`src/pkg/qfsb_pkg.sv`:
```
package qfsb_pkg;
    // queue addressing: 3 device-id bits above 5 queue bits
    localparam int QFSB_ADDR_W     = 8;
    localparam int QFSB_QUEUE_W    = 5;
    localparam int QFSB_ID_W       = 3;
    localparam int QFSB_QUEUES     = 16;
    localparam int QFSB_BUS_W      = 8;
    localparam int QFSB_SECTORS    = 2;
    localparam int QFSB_MAX_DEVS   = 8;
    // sector index: queues 0..7 are sector 1, 8..15 sector 2
    localparam int QFSB_SECT_BIT   = 3;
    // values after reset
    localparam logic QFSB_RST_SYNC     = 1'b0;
    localparam logic QFSB_RST_TOKEN    = 1'b0;
    localparam logic QFSB_RST_SECTOR   = 1'b0;
    localparam logic [7:0] QFSB_RST_BUS = 8'hFF;
    localparam logic QFSB_MODE_DIRECT  = 1'b0;
    localparam logic QFSB_MODE_POLLED  = 1'b1;
    // controller register map (byte offsets)
    localparam logic [3:0] QFSB_REG_CTRL   = 4'h0;
    localparam logic [3:0] QFSB_REG_STATUS = 4'h4;
    localparam logic [3:0] QFSB_REG_IRQ_EN = 4'h8;
    localparam logic [3:0] QFSB_REG_IRQ_CL = 4'hC;
    // control register fields
    localparam int QFSB_CTRL_WADDR_LSB = 0;
    localparam int QFSB_CTRL_WSEL_BIT  = 8;
    localparam int QFSB_CTRL_STROBE    = 9;
    localparam int QFSB_CTRL_RADDR_LSB = 16;
    localparam int QFSB_CTRL_RSTR_BIT  = 24;
    // event bits
    localparam int QFSB_EV_FULL  = 0;
    localparam int QFSB_EV_WSYNC = 1;
    localparam int QFSB_EV_RSYNC = 2;
    localparam int QFSB_EV_W     = 3;
endpackage

```
`src/pkg/qfsb_link_if.sv`:
```
`timescale 1ns/1ps
`default_nettype none
interface qfsb_link_if;
    import qfsb_pkg::*;
    // write port queue selection
    logic [QFSB_ADDR_W-1:0] write_queue_address;
    logic                   write_address_enable;
    // shared full flag line, three signals
    logic                   full_flag_o;
    logic                   full_flag_oe;
    logic                   full_flag;
    // almost-full bus side
    logic                   almost_full_bus_strobe;
    logic [QFSB_BUS_W-1:0]  almost_full_flag_bus;
    logic                   almost_full_bus_sync;
    logic                   almost_full_token_in;
    logic                   almost_full_token_out;
    // almost-empty bus side
    logic [QFSB_ADDR_W-1:0] read_queue_address;
    logic                   almost_empty_bus_strobe;
    logic [QFSB_BUS_W-1:0]  almost_empty_flag_bus;
    logic                   almost_empty_bus_sync;
    logic                   almost_empty_token_in;
    logic                   almost_empty_token_out;
    // static setup
    logic                   flag_bus_mode_select;
    logic                   serial_enable_out;
    // resolved line: pulled high (not full) when nobody drives
    assign full_flag = full_flag_oe ? full_flag_o : 1'b1;
    modport device (
        input  write_queue_address, write_address_enable, almost_full_bus_strobe,
        input  almost_full_token_in, read_queue_address, almost_empty_bus_strobe,
        input  almost_empty_token_in, flag_bus_mode_select,
        output full_flag_o, full_flag_oe, almost_full_flag_bus, almost_full_bus_sync,
        output almost_full_token_out, almost_empty_flag_bus, almost_empty_bus_sync,
        output almost_empty_token_out, serial_enable_out
    );
    modport ctrl (
        output write_queue_address, write_address_enable, almost_full_bus_strobe,
        output read_queue_address, almost_empty_bus_strobe, flag_bus_mode_select,
        input  full_flag, almost_full_flag_bus, almost_full_bus_sync,
        input  almost_full_token_out, almost_empty_flag_bus, almost_empty_bus_sync,
        input  almost_empty_token_out, serial_enable_out
    );
endinterface
`default_nettype wire

```
`src/design/qfsb_flag_bus.sv`:
```
`timescale 1ns/1ps
`default_nettype none
// one flag bus engine; instantiated once per bus direction
module qfsb_flag_bus
    import qfsb_pkg::*;
#(
    parameter int BUS_W = QFSB_BUS_W
) (
    // clock and reset
    input  wire logic                   clk,
    input  wire logic                   rst,
    // setup
    input  wire logic                   polled,
    input  wire logic                   prog_done,
    input  wire logic [QFSB_ID_W-1:0]   dev_id,
    // per-queue flags, active low
    input  wire logic [2*BUS_W-1:0]     flags_n,
    // direct selection
    input  wire logic                   strobe,
    input  wire logic [QFSB_ADDR_W-1:0] addr,
    // token chain
    input  wire logic                   token_in,
    output logic                        token_out,
    // bus outputs
    output logic [BUS_W-1:0]            bus,
    output logic                        sync
);
    logic             sector_ff;   // 0 = sector 1, 1 = sector 2
    logic             nxt_sector;  // sector shown from this edge on
    logic             active_ff;   // sector 1 of this device is on the bus
    logic             start_ff;    // ring not yet seeded since reset
    logic             kick;        // device 0 seeds the polling ring
    logic             load1;       // polled: sector 1 goes out at this edge
    logic             load2;       // polled: sector 2 goes out at this edge
    logic             sel_hit;     // direct strobe addresses this device
    logic [BUS_W-1:0] sect_flags;  // flags of the chosen sector

    assign sel_hit    = strobe && prog_done && !polled && (addr[QFSB_ADDR_W-1 -: QFSB_ID_W] == dev_id);
    // without a seed a looped ring would never start; device 0 plays master
    assign kick       = polled && prog_done && start_ff && (dev_id == '0);
    assign load1      = polled && prog_done && (token_in || kick);
    assign load2      = polled && active_ff;
    assign sect_flags = nxt_sector ? flags_n[2*BUS_W-1:BUS_W] : flags_n[BUS_W-1:0];

    // sector choice: direct from address, polled one then two
    always_comb begin
        nxt_sector = sector_ff;
        if (sel_hit) begin
            nxt_sector = addr[QFSB_SECT_BIT];
        end else if (load1) begin
            nxt_sector = 1'b0;
        end else if (load2) begin
            nxt_sector = 1'b1;
        end
    end

    // sector register
    always_ff @(posedge clk) begin
        if (rst) begin
            sector_ff <= QFSB_RST_SECTOR;
        end else begin
            sector_ff <= nxt_sector;
        end
    end

    // seed issued once per reset
    always_ff @(posedge clk) begin
        if (rst) begin
            start_ff <= 1'b1;
        end else if (kick) begin
            start_ff <= 1'b0;
        end
    end

    // polled ownership: one cycle of sector 1, then sector 2 follows
    always_ff @(posedge clk) begin
        if (rst) begin
            active_ff <= 1'b0;
        end else begin
            active_ff <= load1;
        end
    end

    // bus, sync and token outputs registered
    always_ff @(posedge clk) begin
        if (rst) begin
            bus       <= QFSB_RST_BUS;
            sync      <= QFSB_RST_SYNC;
            token_out <= QFSB_RST_TOKEN;
        end else begin
            // bus held idle until programming done
            if (prog_done) begin
                bus <= sect_flags;
            end
            sync      <= load1;
            token_out <= load2;
        end
    end
endmodule
`default_nettype wire

```
`src/design/qfsb_device.sv`:
```
`timescale 1ns/1ps
`default_nettype none
// Behaviour
// - full flag follows new queue next cycle
// - controller writes only when flag high
// - only selected device drives full line
// - drive full line the cycle after selection
// - latch flag mode at master reset
// - mode input stable from before reset
// - direct mode: strobe selects bus sector
// - polled mode: strobe tied low
// - strobe idle until programming done
// - polled: sectors alternate one, two, one
// - sync high on sector one only
// - accept token from previous device
// - single device: token tied or looped
// - direct expansion: first token input low
// - pulse token out with sector two
// - token received: load sector one next
module qfsb_device
    import qfsb_pkg::*;
#(
    parameter logic [QFSB_ID_W-1:0] DEV_ID = 3'h0
) (
    // clock and reset
    input  wire logic                  clk,
    input  wire logic                  rst,
    // link to the controller
    qfsb_link_if.device                lnk,
    // user side queue status, active low
    input  wire logic [QFSB_QUEUES-1:0] queue_full_n,
    input  wire logic [QFSB_QUEUES-1:0] queue_almost_full_n,
    input  wire logic [QFSB_QUEUES-1:0] queue_almost_empty_n,
    input  wire logic                   prog_done
);
    logic                    mode_ff;     // latched flag mode
    logic [QFSB_QUEUE_W-1:0] wqueue_ff;   // active write queue
    logic                    owner_ff;    // this device owns full line
    logic                    ffo_ff;      // full flag value driven
    logic                    serial_enable_out_ff;     // serial enable out, low when done
    logic                    whit;        // write selection hits us

    assign whit = lnk.write_address_enable &&
                  (lnk.write_queue_address[QFSB_ADDR_W-1 -: QFSB_ID_W] == DEV_ID);

    always_ff @(posedge clk) begin
        if (rst) begin
            mode_ff <= lnk.flag_bus_mode_select;
        end
    end

    // programming status reflected on serial enable out
    always_ff @(posedge clk) begin
        if (rst) begin
            serial_enable_out_ff <= 1'b1;
        end else begin
            serial_enable_out_ff <= !prog_done;
        end
    end

    // write queue selection
    always_ff @(posedge clk) begin
        if (rst) begin
            wqueue_ff <= '0;
            owner_ff  <= 1'b0;
        end else if (lnk.write_address_enable) begin
            wqueue_ff <= lnk.write_queue_address[QFSB_QUEUE_W-1:0];
            owner_ff  <= whit;
        end
    end

    always_ff @(posedge clk) begin
        if (rst) begin
            ffo_ff <= 1'b1;
        end else if (whit) begin
            ffo_ff <= queue_full_n[lnk.write_queue_address[QFSB_QUEUE_W-2:0]];
        end else begin
            ffo_ff <= queue_full_n[wqueue_ff[QFSB_QUEUE_W-2:0]];
        end
    end

    assign lnk.full_flag_o       = ffo_ff;
    assign lnk.full_flag_oe      = owner_ff;
    assign lnk.serial_enable_out = serial_enable_out_ff;

    // almost-full bus on write side
    qfsb_flag_bus #(.BUS_W(QFSB_BUS_W)) u_af (
        .clk      (clk),
        .rst      (rst),
        .polled   (mode_ff),
        .prog_done(!serial_enable_out_ff),
        .dev_id   (DEV_ID),
        .flags_n  (queue_almost_full_n),
        .strobe   (lnk.almost_full_bus_strobe),
        .addr     (lnk.write_queue_address),
        .token_in (lnk.almost_full_token_in),
        .token_out(lnk.almost_full_token_out),
        .bus      (lnk.almost_full_flag_bus),
        .sync     (lnk.almost_full_bus_sync)
    );

    qfsb_flag_bus #(.BUS_W(QFSB_BUS_W)) u_ae (
        .clk      (clk),
        .rst      (rst),
        .polled   (mode_ff),
        .prog_done(!serial_enable_out_ff),
        .dev_id   (DEV_ID),
        .flags_n  (queue_almost_empty_n),
        .strobe   (lnk.almost_empty_bus_strobe),
        .addr     (lnk.read_queue_address),
        .token_in (lnk.almost_empty_token_in),
        .token_out(lnk.almost_empty_token_out),
        .bus      (lnk.almost_empty_flag_bus),
        .sync     (lnk.almost_empty_bus_sync)
    );
endmodule
`default_nettype wire

```
`src/flat_wrapper.sv`:
```
// flat-port wrapper written by rule: the top's interface ports become plain ports
module qfsb_device_flat import qfsb_pkg::*;
#(
    parameter logic [QFSB_ID_W-1:0] DEV_ID = 3'h0
)
  (clk, rst, queue_full_n, queue_almost_full_n, queue_almost_empty_n, prog_done, lnk_write_queue_address, lnk_write_address_enable, lnk_almost_full_bus_strobe, lnk_almost_full_token_in, lnk_read_queue_address, lnk_almost_empty_bus_strobe, lnk_almost_empty_token_in, lnk_flag_bus_mode_select, lnk_full_flag_o, lnk_full_flag_oe, lnk_almost_full_flag_bus, lnk_almost_full_bus_sync, lnk_almost_full_token_out, lnk_almost_empty_flag_bus, lnk_almost_empty_bus_sync, lnk_almost_empty_token_out, lnk_serial_enable_out);
  qfsb_link_if lnk_i ();
  input  wire logic clk;
  input  wire logic rst;
  input  wire logic [QFSB_QUEUES-1:0] queue_full_n;
  input  wire logic [QFSB_QUEUES-1:0] queue_almost_full_n;
  input  wire logic [QFSB_QUEUES-1:0] queue_almost_empty_n;
  input  wire logic prog_done;
  input wire logic [$bits(lnk_i.write_queue_address)-1:0] lnk_write_queue_address;
  input wire logic [$bits(lnk_i.write_address_enable)-1:0] lnk_write_address_enable;
  input wire logic [$bits(lnk_i.almost_full_bus_strobe)-1:0] lnk_almost_full_bus_strobe;
  input wire logic [$bits(lnk_i.almost_full_token_in)-1:0] lnk_almost_full_token_in;
  input wire logic [$bits(lnk_i.read_queue_address)-1:0] lnk_read_queue_address;
  input wire logic [$bits(lnk_i.almost_empty_bus_strobe)-1:0] lnk_almost_empty_bus_strobe;
  input wire logic [$bits(lnk_i.almost_empty_token_in)-1:0] lnk_almost_empty_token_in;
  input wire logic [$bits(lnk_i.flag_bus_mode_select)-1:0] lnk_flag_bus_mode_select;
  output wire logic [$bits(lnk_i.full_flag_o)-1:0] lnk_full_flag_o;
  output wire logic [$bits(lnk_i.full_flag_oe)-1:0] lnk_full_flag_oe;
  output wire logic [$bits(lnk_i.almost_full_flag_bus)-1:0] lnk_almost_full_flag_bus;
  output wire logic [$bits(lnk_i.almost_full_bus_sync)-1:0] lnk_almost_full_bus_sync;
  output wire logic [$bits(lnk_i.almost_full_token_out)-1:0] lnk_almost_full_token_out;
  output wire logic [$bits(lnk_i.almost_empty_flag_bus)-1:0] lnk_almost_empty_flag_bus;
  output wire logic [$bits(lnk_i.almost_empty_bus_sync)-1:0] lnk_almost_empty_bus_sync;
  output wire logic [$bits(lnk_i.almost_empty_token_out)-1:0] lnk_almost_empty_token_out;
  output wire logic [$bits(lnk_i.serial_enable_out)-1:0] lnk_serial_enable_out;
  assign lnk_i.write_queue_address = lnk_write_queue_address;
  assign lnk_i.write_address_enable = lnk_write_address_enable;
  assign lnk_i.almost_full_bus_strobe = lnk_almost_full_bus_strobe;
  assign lnk_i.almost_full_token_in = lnk_almost_full_token_in;
  assign lnk_i.read_queue_address = lnk_read_queue_address;
  assign lnk_i.almost_empty_bus_strobe = lnk_almost_empty_bus_strobe;
  assign lnk_i.almost_empty_token_in = lnk_almost_empty_token_in;
  assign lnk_i.flag_bus_mode_select = lnk_flag_bus_mode_select;
  assign lnk_full_flag_o = lnk_i.full_flag_o;
  assign lnk_full_flag_oe = lnk_i.full_flag_oe;
  assign lnk_almost_full_flag_bus = lnk_i.almost_full_flag_bus;
  assign lnk_almost_full_bus_sync = lnk_i.almost_full_bus_sync;
  assign lnk_almost_full_token_out = lnk_i.almost_full_token_out;
  assign lnk_almost_empty_flag_bus = lnk_i.almost_empty_flag_bus;
  assign lnk_almost_empty_bus_sync = lnk_i.almost_empty_bus_sync;
  assign lnk_almost_empty_token_out = lnk_i.almost_empty_token_out;
  assign lnk_serial_enable_out = lnk_i.serial_enable_out;
  qfsb_device #(.DEV_ID(DEV_ID)) u_core (.clk(clk), .rst(rst), .lnk(lnk_i), .queue_full_n(queue_full_n), .queue_almost_full_n(queue_almost_full_n), .queue_almost_empty_n(queue_almost_empty_n), .prog_done(prog_done));
endmodule
```
`config.mk`:
```
export PLATFORM = sky130hd
export DESIGN_NAME = qfsb_device_flat
export DESIGN_NICKNAME = d
export VERILOG_FILES = /design/src/pkg/qfsb_pkg.sv /design/src/pkg/qfsb_link_if.sv /design/src/design/qfsb_flag_bus.sv /design/src/design/qfsb_device.sv /design/src/flat_wrapper.sv
export SDC_FILE = /design/constraint.sdc
export NUM_CORES = 1
export LEC_CHECK = 0
export ABC_CLOCK_PERIOD_IN_PS = 2070
export BUFFER_PORTS_ARGS = -buffer_cell sky130_fd_sc_hd__buf_2
export CORE_AREA = 2 2 83 85
export CTS_BUF_LIST = sky130_fd_sc_hd__clkbuf_4
export DETAILED_ROUTE_END_ITERATION = 12
export DIE_AREA = 0 0 85 87
export GPL_TIMING_DRIVEN = 0
export SKIP_LAST_GASP = 1
export SLEW_MARGIN = 20
export SYNTH_ARGS = -nofsm -noshare
export SYNTH_HDL_FRONTEND = slang
export SYNTH_SLANG_ARGS = --single-unit
```
`constraint.sdc`:
```
create_clock -name clk -period 2.07 [get_ports clk]
set_input_delay 0.207 -clock clk [delete_from_list [all_inputs] [get_ports clk]]
set_output_delay 0.207 -clock clk [all_outputs]
set_load 0.01 [all_outputs]
```
==> results of run 1 <==
-- kinds of logic (layout without fill, tap and decap cells) --
kind of cell | count (synthesis) | in the layout | synth area share, %
and+or+nand+nor | 48 | 48 | 19.2
DFF | 32 | 32 | 41.1
AOI/OAI and AO/OA | 25 | 25 | 8.54
buffers and inverters | 10 | 106 | 3.00
muxes | 32 | 32 | 28.1
-- through the flow --
step	cell area [sq um]	total power, mW	utilization, %	std cells	setup slack [ns]
floorplan	1580	0.818	-	147	0.552
global placement	2120	0.931	32.3	315	0.331
detailed placement	2120	0.935	32.3	315	0.301
CTS	2200	1.43	33.5	323	0.284
global route	2200	1.48	33.5	323	0.207
finish	2200	1.40	33.5	323	0.341
-- synthesized netlist by cell type --
cell type,number,area [sq um]
edfxtp_1,1,30.0
a21o_1,2,15.0
mux4_2,8,180
nor3_2,1,10.0
nand3b_1,2,15.0
nor2_1,10,37.5
nor2_2,1,6.26
nand2_1,4,15.0
nand3_2,1,10.0
nor3b_1,19,143
dfxtp_1,31,621
clkbuf_2,2,10.0
o211ai_1,2,15.0
or2_2,2,12.5
nor2b_1,1,6.26
mux2i_4,2,45.0
nor3_1,1,5.00
a21oi_1,21,105
clkbuf_1,7,26.3
nor4b_2,1,15.0
nand3_1,2,10.0
buf_6,1,11.3
mux2i_1,22,220
nand2b_1,3,18.8
-- final timing paths --
path                            cells past startpoint  slack, ns             start                      endpoint
worst min-delay path                                2       0.04         prog_done  u_core.lnk.serial_enable_out
worst min register to register                      2       0.46  u_core.u_ae.sync         u_core.u_ae.token_out
worst max-delay path                                5       0.34    u_core.mode_ff            u_core.u_ae.bus[5]
worst max register to register                      5       0.34    u_core.mode_ff            u_core.u_ae.bus[5]
-- layer usage --
layer  track usage, %  vias to the layer above
met5                0                        -
met4             3.90                        0
met3             3.03                        4
li1                 -                      731
met2             19.3                       39
met1             12.4                      658
-- critical path, cell delays in order, from the launching register on --
cell and delay [ns]:
edfxtp_1 0.48, nor2b_1 0.23, a21oi_1 0.13, mux2i_4 0.41, mux2i_1 0.26, a21oi_1 0.09
-- sequential cells by signal, summed over array words and instances, names as in the netlist --
signal and count:
u_core.u_ae.start_ff 1, u_core.u_af.token_out 1, u_core.u_ae.bus 8, u_core.u_af.start_ff 1
u_core.u_ae.sync 1, u_core.lnk.full_flag_oe 1, u_core.lnk.serial_enable_out 1, u_core.u_af.bus 8
u_core.u_af.sector_ff 1, u_core.u_ae.token_out 1, u_core.mode_ff 1, u_core.u_af.sync 1
u_core.u_ae.sector_ff 1, u_core.lnk.full_flag_o 1, u_core.wqueue_ff 4
-- power groups by stage --
stage	sequential, mW	combinational [mW]	clock, mW
after floorplan	0.693	0.125	0
after global placement	0.683	0.247	0
after detailed placement	0.684	0.251	0
after CTS	0.670	0.251	0.504
after global routing	0.674	0.273	0.533
final	0.670	0.247	0.482
-- area by class of cell --
type	instances	area, sq um
well taps	80	100
clock inverters	2	35.0
repair buffers	88	440
clock buffers	6	45.0
plain buffers	10	47.5
fillers	678	4370
multi-input cells	105	885
flip-flops and latches	32	651
==> flow_summary.yaml, run 1 <==
routing:
  dr_total_vias: 1432
  top_layer_used: "met4"
  wl_met2_um: 2120
  drt_first_pass_iters: 4
  routed_wl_um: 4010
  met1_length_um: 1610
  drtIter0Drc: 27
  final_antenna_net_count: 0
  post_drt_wl_per_cell_um: 12.4
  routed_via_density: 4.43
  drcViolationCount: 0
  met3WireLength_um: 247
clock_tree:
  ctsHoldBuffers: 0
  cts_tree: "built"
  cts_buffer_depth: 2
  cts.clk_slew.worst_paths_ns: 0.10
  cts_buffers: 5
  cts_resized: 0
  h-tree-depth: 2
  cts.sinks: 32
  cts_setup_buffers: 0
  worst_skew_pair.late_latency_ns: 0.33
  root_buffer: "clkbuf_4"
die:
  core_sq_um: 6570
  die-area_sq_um: 7400
  io-pin-count: 96
  dieHeight_um: 87
  initial_core_util_pct: 24.1
  fp-row-count: 30
  die_w_um: 85
synthesis:
  syn_area_sq_um: 1580
  syn_area_per_cell_sq_um: 10.8
  ys_warn_count: 0
  ys_ff_latch: 32
  netlist_instances: 147
  ys_seq_area_share_pct: 41.1
  synth_nets: 220
  synth.distinct_cells: 24
worst_setup_path:
  critPathArrivalTime_ns: 1.92
  cp_max_fo: 9
  criticalPathCategory: "flop to flop"
  start_kind: "flop"
  end_kind: "flop"
  cp.required_ns: 2.27
outcome:
  status: "complete, no violations"
sta:
  rsz0062_at_grt: "no"
  finalCritPeriodShare_pct: 83.5
  fin_setup_tns_ns: 0
  fmaxAchievable_mhz: 578
  fin_skew_ns: 0.0107
  fin_crit_ns: 1.73
  slew_viol_final: 0
  whs_ns: 0.0422
  relSlewSlack_pct: 66.3
  final-setup-viol-count: 0
  hold_violations: 0
  tightest_slew_ns: 0.496
power:
  sequentialPowerShare_pct: 47.9
  p_per_area_nw_per_um2: 634
  p_int_mw: 1.05
  irDropWorstVdd_mv: 0.330
  p_leak_nw: 1.00
  power.switching_uw: 345
  clkPwrFrac_pct: 34.5
  comb_power_share_pct: 17.6
  swShare_pct: 24.7
final_layout:
  n_antenna_cell: 0
  layout-area-overhead-vs-synth_pct: 39.2
  final_cell_mix: "buf_2, dfxtp_1, mux2i_1, a21oi_1, nor3b_1"
  final_common_cell: "buf_2"
  drive_above_1_share_pct: 47.3
  fin_nets: 315
run:
  cap_violations: 0
grt:
  grt_pass1_wl_um: 6330
  grt.total_usage_pct: 10.8
  grt_pass1_vias: 1386
  antenna_found_initial: 0
  grt_remaining_overflow: 0
  grt_start_max_net_pins: 11
placed_design:
  gp_congestion: 0.778
  dp_hpwl_um: 3220
  portBuffers: 88
min_path:
  hold_class: "input pin to flop"
(Power assumes the default switching activity.)
==> run 2: changes to the inputs <==
--- a/config.mk
+++ b/config.mk
@@ -5,12 +5,13 @@
 export SDC_FILE = /design/constraint.sdc
 export NUM_CORES = 1
 export LEC_CHECK = 0
-export ABC_CLOCK_PERIOD_IN_PS = 2070
+export ABC_AREA = 1
+export ABC_CLOCK_PERIOD_IN_PS = 1600
 export BUFFER_PORTS_ARGS = -buffer_cell sky130_fd_sc_hd__buf_2
-export CORE_AREA = 2 2 83 85
+export CORE_AREA = 2 2 88 90
 export CTS_BUF_LIST = sky130_fd_sc_hd__clkbuf_4
 export DETAILED_ROUTE_END_ITERATION = 12
-export DIE_AREA = 0 0 85 87
+export DIE_AREA = 0 0 90 92
 export GPL_TIMING_DRIVEN = 0
 export SKIP_LAST_GASP = 1
 export SLEW_MARGIN = 20
==> constraint.sdc (replaced) <==
create_clock -name clk -period 1.6 [get_ports clk]
set_input_delay 0.16 -clock clk [delete_from_list [all_inputs] [get_ports clk]]
set_output_delay 0.16 -clock clk [all_outputs]
set_load 0.01 [all_outputs]
==> run 2 against run 1 <==
Critical endpoint is now u_core.u_af.sector_ff. Highest routed layer unchanged. Sequential cell count stayed put. Global-route usage grew 1.7 points. Clock skew shrank 0.0050 ns. Clock-buffer cell count stayed put. Maximum frequency increased by 14%. Core utilization is 0.75 points higher. First-iteration DRC count rose by 100%.
==> flow_summary.yaml, run 2 <==
placed_design:
  gp_congestion: 0.859
  placed_cells: 473
  dp_hpwl_um: 4080
  post-place-ws_ns: -0.0400
  portBuffers: 88
sta:
  fin_setup_tns_ns: 0
  final-setup-viol-count: 0
  slew_viol_final: 0
  tightest_slew_ns: 0.522
  fin_crit_ns: 1.51
  fmaxAchievable_mhz: 662
  fin_skew_ns: 0.00574
  hold_violations: 0
  finalCritPeriodShare_pct: 94.4
  relSlewSlack_pct: 65.2
  rsz0062_at_grt: "yes"
  worst_slack_ns: 0.0897
final_layout:
  final_cell_mix: "buf_2, nand2_1, inv_1, nand3_1, dfxtp_1"
  reg_top3: "u_core.u_ae.bus: 8 flops, u_core.u_af.bus: 8 flops, u_core.wqueue_ff: 4 flops"
  layout-area-overhead-vs-synth_pct: 44.2
  utilization_pct: 34.3
  fin_nets: 461
  n_antenna_cell: 0
  final_common_cell: "buf_2"
  fin_cells: 491
  drive_above_1_share_pct: 31.4
die:
  core_sq_um: 7450
  dieHeight_um: 92
  die-area_sq_um: 8280
  initial_core_util_pct: 23.8
  fp-row-count: 32
  die_w_um: 90
  io-pin-count: 96
routing:
  dr_total_vias: 2118
  post_drt_wl_per_cell_um: 11.2
  drtIter0Drc: 54
  drcViolationCount: 0
  drt_first_pass_iters: 4
  routed_via_density: 4.31
  final_antenna_net_count: 0
  routed_wl_um: 5500
synthesis:
  yosysTopAreaCellShare_pct: 35.1
  syn_area_per_cell_sq_um: 6.26
  ys_seq_area_share_pct: 36.7
  synthTopCellsByArea: "dfxtp_1, nand2_1, nand3_1"
  ys_warn_count: 0
  yosys.area.top_type: "dfxtp_1"
  ys.flop_type: "dfxtp_1"
  syn_area_sq_um: 1770
  netlist_instances: 283
  synth.distinct_cells: 20
  synth_most_common_cell: "nand2_1"
  async_reset_ff_share_pct: 0
  synth_common_cells: "nand2_1, inv_1, nand3_1"
  synth_nets: 356
  ys_ff_latch: 32
  synth_edf_count: 1
clock_tree:
  h-tree-depth: 2
  worst_skew_pair.late_latency_ns: 0.32
  cts_tree: "built"
  root_buffer: "clkbuf_4"
  cts_buffers: 5
  cts.clk_slew.worst_paths_ns: 0.10
  cts.sinks: 32
  cts_buffer_depth: 2
grt:
  grt_remaining_overflow: 0
  grt_pass1_wl_um: 8540
  grt.total_usage_pct: 12.5
  grt_pass1_vias: 1906
  grt_start_max_net_pins: 11
  antenna_found_initial: 0
power:
  irDropWorstVdd_mv: 0.359
  p_per_area_nw_per_um2: 745
  p_leak_nw: 1.36
  finalPower_mw: 1.90
outcome:
  status: "complete, no violations"
worst_setup_path:
  cp_max_fo: 6
  start_kind: "flop"
  cp.required_ns: 1.86
  end_kind: "flop"
  critPathArrivalTime_ns: 1.77
  criticalPathCategory: "flop to flop"
min_path:
  hold_class: "input pin to flop"
run:
  cap_violations: 0
-- run 2: repair_timing --
action / CTS / global route
hold endpoints to repair: 1 / 0
setup buffers: 0 / 6
gates resized for setup: 2 / 14
gates cloned: 0 / 3
endpoints found under the setup margin: 8 / 16
hold buffers: 1 / 0
pin swaps: 0 / 6
-- run 2: final timing paths --
| kind | start | end | slack [ns] | cells past startpoint |
|---|---|---|---|---|
| min | lnk_flag_bus_mode_select | u_core.mode_ff | 0.02 | 1 |
| max reg2reg | u_core.mode_ff | u_core.u_af.sector_ff | 0.09 | 6 |
| max | u_core.mode_ff | u_core.u_af.sector_ff | 0.09 | 6 |
| min reg2reg | u_core.u_ae.sync | u_core.u_ae.token_out | 0.47 | 2 |
-- run 2: kinds of logic after synthesis --
kind of cell	after synthesis	share of synthesized area (%)
buffers and inverters	64	14.2
AOI/OAI and AO/OA	33	9.68
and+or+nand+nor	154	39.4
DFF	32	36.7
-- run 2: cell type report --
type	count	area, sq um
buffer	9	46.3
clock buffer	6	45.0
clock inverter	2	35.0
fill	851	4890
inverter	55	206
multi-input combinational	190	935
sequential	32	651
tap	102	128
timing repair buffer	95	508
-- run 2: layer usage --
layer / part of all wire (%) / vias to the layer above / routed length, um / GRT usage, %
li1: - / 1104 / - / -
met4: 0.65 / 0 / 36 / 3.08
met5: 0 / - / 0 / 0
met1: 46 / 943 / 2530 / 15.2
met2: 47 / 66 / 2570 / 21.7
met3: 6.8 / 5 / 372 / 3.70
-- run 2: worst max-delay path, cell delays in order, from the launching register on --
cell and delay, ns:
edfxtp_1 0.49, nor2_4 0.18, nand2_2 0.12, o21ai_4 0.29, nand2_2 0.15, buf_4 0.16, nor2_1 0.07
-- run 2: stage by stage --
step	cell area (sq um)	hold slack, ns
after floorplan	1770	0.230
after global placement	2340	0.342
after detailed placement	2340	0.349
after CTS	2440	0.00624
after global routing	2550	0.00400
final	2550	0.0198
-- run 2: power by group --
part           switching [mW]  internal, mW
Clock                   0.276         0.345
Combinational           0.223         0.179
Sequential             0.0300         0.849
==> run 3: changes to the inputs <==
--- a/config.mk
+++ b/config.mk
@@ -6,13 +6,13 @@
 export NUM_CORES = 1
 export LEC_CHECK = 0
 export ABC_AREA = 1
-export ABC_CLOCK_PERIOD_IN_PS = 1600
-export BUFFER_PORTS_ARGS = -buffer_cell sky130_fd_sc_hd__buf_2
-export CORE_AREA = 2 2 88 90
+export BUFFER_PORTS_ARGS = -buffer_cell sky130_fd_sc_hd__buf_4
+export CORE_AREA = 2 2 66 68
 export CTS_BUF_LIST = sky130_fd_sc_hd__clkbuf_4
 export DETAILED_ROUTE_END_ITERATION = 12
-export DIE_AREA = 0 0 90 92
+export DIE_AREA = 0 0 68 70
 export GPL_TIMING_DRIVEN = 0
+export PLACE_DENSITY = 0.79
 export SKIP_LAST_GASP = 1
 export SLEW_MARGIN = 20
 export SYNTH_ARGS = -nofsm -noshare
==> run 3 against run 2 <==
Maximum frequency shrank 2.7%. Critical path depth grew 2. Global-route usage grew 9.0 points. Sequential share of layout area shrank 1.3 points. Sequential cell count is the same. Design area grew 5.2%. Clock skew grew 0.0040 ns. Register-to-register slack lost 0.04 ns. Sequential power is essentially flat. First-iteration DRC count grew 120%. Non-clock buffer count grew 1. Die area shrank 43%.
==> flow_summary.yaml, run 3 (same netlist as run 2, synthesis figures left out) <==
sta:
  fin_setup_tns_ns: 0
  relSlewSlack_pct: 67.6
  hold_violations: 0
  final-setup-viol-count: 0
  slew_viol_final: 0
  worst_slack_ns: 0.0476
  tightest_slew_ns: 0.486
  fin_crit_ns: 1.55
  rsz0062_at_grt: "yes"
  fmaxAchievable_mhz: 644
  fin_skew_ns: 0.00973
  finalCritPeriodShare_pct: 97.0
die:
  io-pin-count: 96
  die_w_um: 68
  initial_core_util_pct: 42.7
  fp-row-count: 24
  die-area_sq_um: 4760
  dieHeight_um: 70
  core_sq_um: 4140
routing:
  dr_total_vias: 2178
  final_antenna_net_count: 0
  routed_via_density: 4.94
  post_drt_wl_per_cell_um: 12.0
  drcViolationCount: 0
  routed_wl_um: 5270
  drt_first_pass_iters: 4
  drtIter0Drc: 121
grt:
  grt_busiest_layer: "met2"
  grt_remaining_overflow: 0
  grt.total_usage_pct: 21.5
  grt_start_max_net_pins: 11
  use_met3_pct: 7.09
  grt_pass1_vias: 1931
  use_met1_pct: 25.4
  grt_pass1_wl_um: 8040
  met2_usage_pct: 37.5
  antenna_found_initial: 0
power:
  p_per_area_nw_per_um2: 673
  p_leak_nw: 1.43
  irDropWorstVdd_mv: 0.444
final_layout:
  final_cell_mix: "buf_4, nand2_1, inv_1, nand3_1, dfxtp_1"
  fillers: 393
  reg_top3: "u_core.u_ae.bus: 8 flops, u_core.u_af.bus: 8 flops, u_core.wqueue_ff: 4 flops"
  drive_above_1_share_pct: 30.3
  final_common_cell: "buf_4"
  design_area_sq_um: 2690
  layout-area-overhead-vs-synth_pct: 51.7
  fin_nets: 461
  n_antenna_cell: 0
worst_setup_path:
  r2r_slack_ns: 0.05
  r2r_start: "u_core.mode_ff"
  r2r-end: "u_core.u_ae.bus[4]"
  cp.required_ns: 1.83
  cp_max_fo: 6
  rr_worst_depth: 8
  end_kind: "flop"
  start_kind: "flop"
  critPathArrivalTime_ns: 1.78
  criticalPathCategory: "flop to flop"
run:
  cap_violations: 0
min_path:
  hold_depth: 3
  hold_class: "input pin to flop"
  hp-start: "rst"
  hold_end: "u_core.u_ae.bus[5]"
outcome:
  status: "complete, no violations"
placed_design:
  gp_congestion: 0.951
  post-place-ws_ns: 0.0237
  dp_hpwl_um: 3820
  portBuffers: 88
  placed_cell_area_sq_um: 2500
clock_tree:
  cts.sinks: 32
  cts.clk_slew.worst_paths_ns: 0.10
  h-tree-depth: 2
  cts_buffer_depth: 2
  worst_skew_pair.late_latency_ns: 0.34
  root_buffer: "clkbuf_4"
  cts_buffers: 5
  cts_tree: "built"
[run 3: changes by cell type in the layout (fill, tap and decap cells not counted), sizes merged]
cell         previous run  this run
dlygate4sd3             1         2
o21ai                  12        11
buf                    98        99
bufinv                  1         0
[run 3: worst max path at each step]
stage | startpoint | endpoint | slack, ns
2_1_floorplan | u_core.mode_ff | u_core.u_ae.bus[2] | 0.25
3_3_place_gp | u_core.mode_ff | u_core.u_af.bus[7] | 0.02
3_5_place_dp | u_core.mode_ff | u_core.u_af.bus[1] | 0.02
4_1_cts | u_core.mode_ff | u_core.u_af.bus[1] | 0.02
5_1_grt | u_core.mode_ff | u_core.u_af.bus[1] | -0.05
6_report | u_core.mode_ff | u_core.u_ae.bus[4] | 0.05
[run 3: area by class of cell]
type / instances / area (sq um) / share of cell area [%]
flip-flops and latches: 32 / 651 / 24.2
repair buffers: 96 / 736 / 27.4
clock buffers: 7 / 52.6 / 1.96
clock inverters: 1 / 3.75 / 0.140
inverters: 55 / 206 / 7.69
plain buffers: 9 / 48.8 / 1.82
multi-input cells: 189 / 923 / 34.4
well taps: 52 / 65.1 / 2.42
[run 3: per-stage QoR]
| stage | instances | power (mW) | utilization [%] | hold WS [ns] |
|---|---|---|---|---|
| 2_1_floorplan | 283 | 1.11 | - | 0.230 |
| 3_5_place_dp | 423 | 1.33 | 60.2 | 0.334 |
| 3_3_place_gp | 423 | 1.33 | 60.2 | 0.326 |
| 5_1_grt | 441 | 1.90 | 64.8 | 0.0751 |
| 6_report | 441 | 1.81 | 64.8 | 0.0691 |
| 4_1_cts | 433 | 1.79 | 62.1 | 0.0754 |
[run 3: metal layers]
metal,vias up,part of all wire [%]
met2,80,50
met3,10,8.0
li1,1095,-
met4,0,1.0
met1,993,41
met5,-,0
[run 3: repair_timing]
| action | in CTS | in global routing |
|---|---|---|
| endpoints found under the hold margin | 2 | 0 |
| setup buffers | 0 | 5 |
| hold buffers | 2 | 0 |
| endpoints found under the setup margin | 0 | 16 |
| resized for setup | 0 | 14 |
[run 3: worst max-delay path, cell delays in order (launching register included)]
cell and delay, ns:
edfxtp_1 0.46, nor2_2 0.18, nand3_2 0.12, or2_4 0.27, buf_8 0.15, nand2_8 0.08, nand2_1 0.06, nand3_1 0.07
nand2_1 0.06
[run 3: report_power, final]
group | total, mW | leakage (nW) | internal (mW) | switching [mW]
combinational | 0.461 | 1.13 | 0.240 | 0.222
sequential | 0.881 | 0.266 | 0.849 | 0.0321
clock | 0.466 | 0.0338 | 0.202 | 0.263
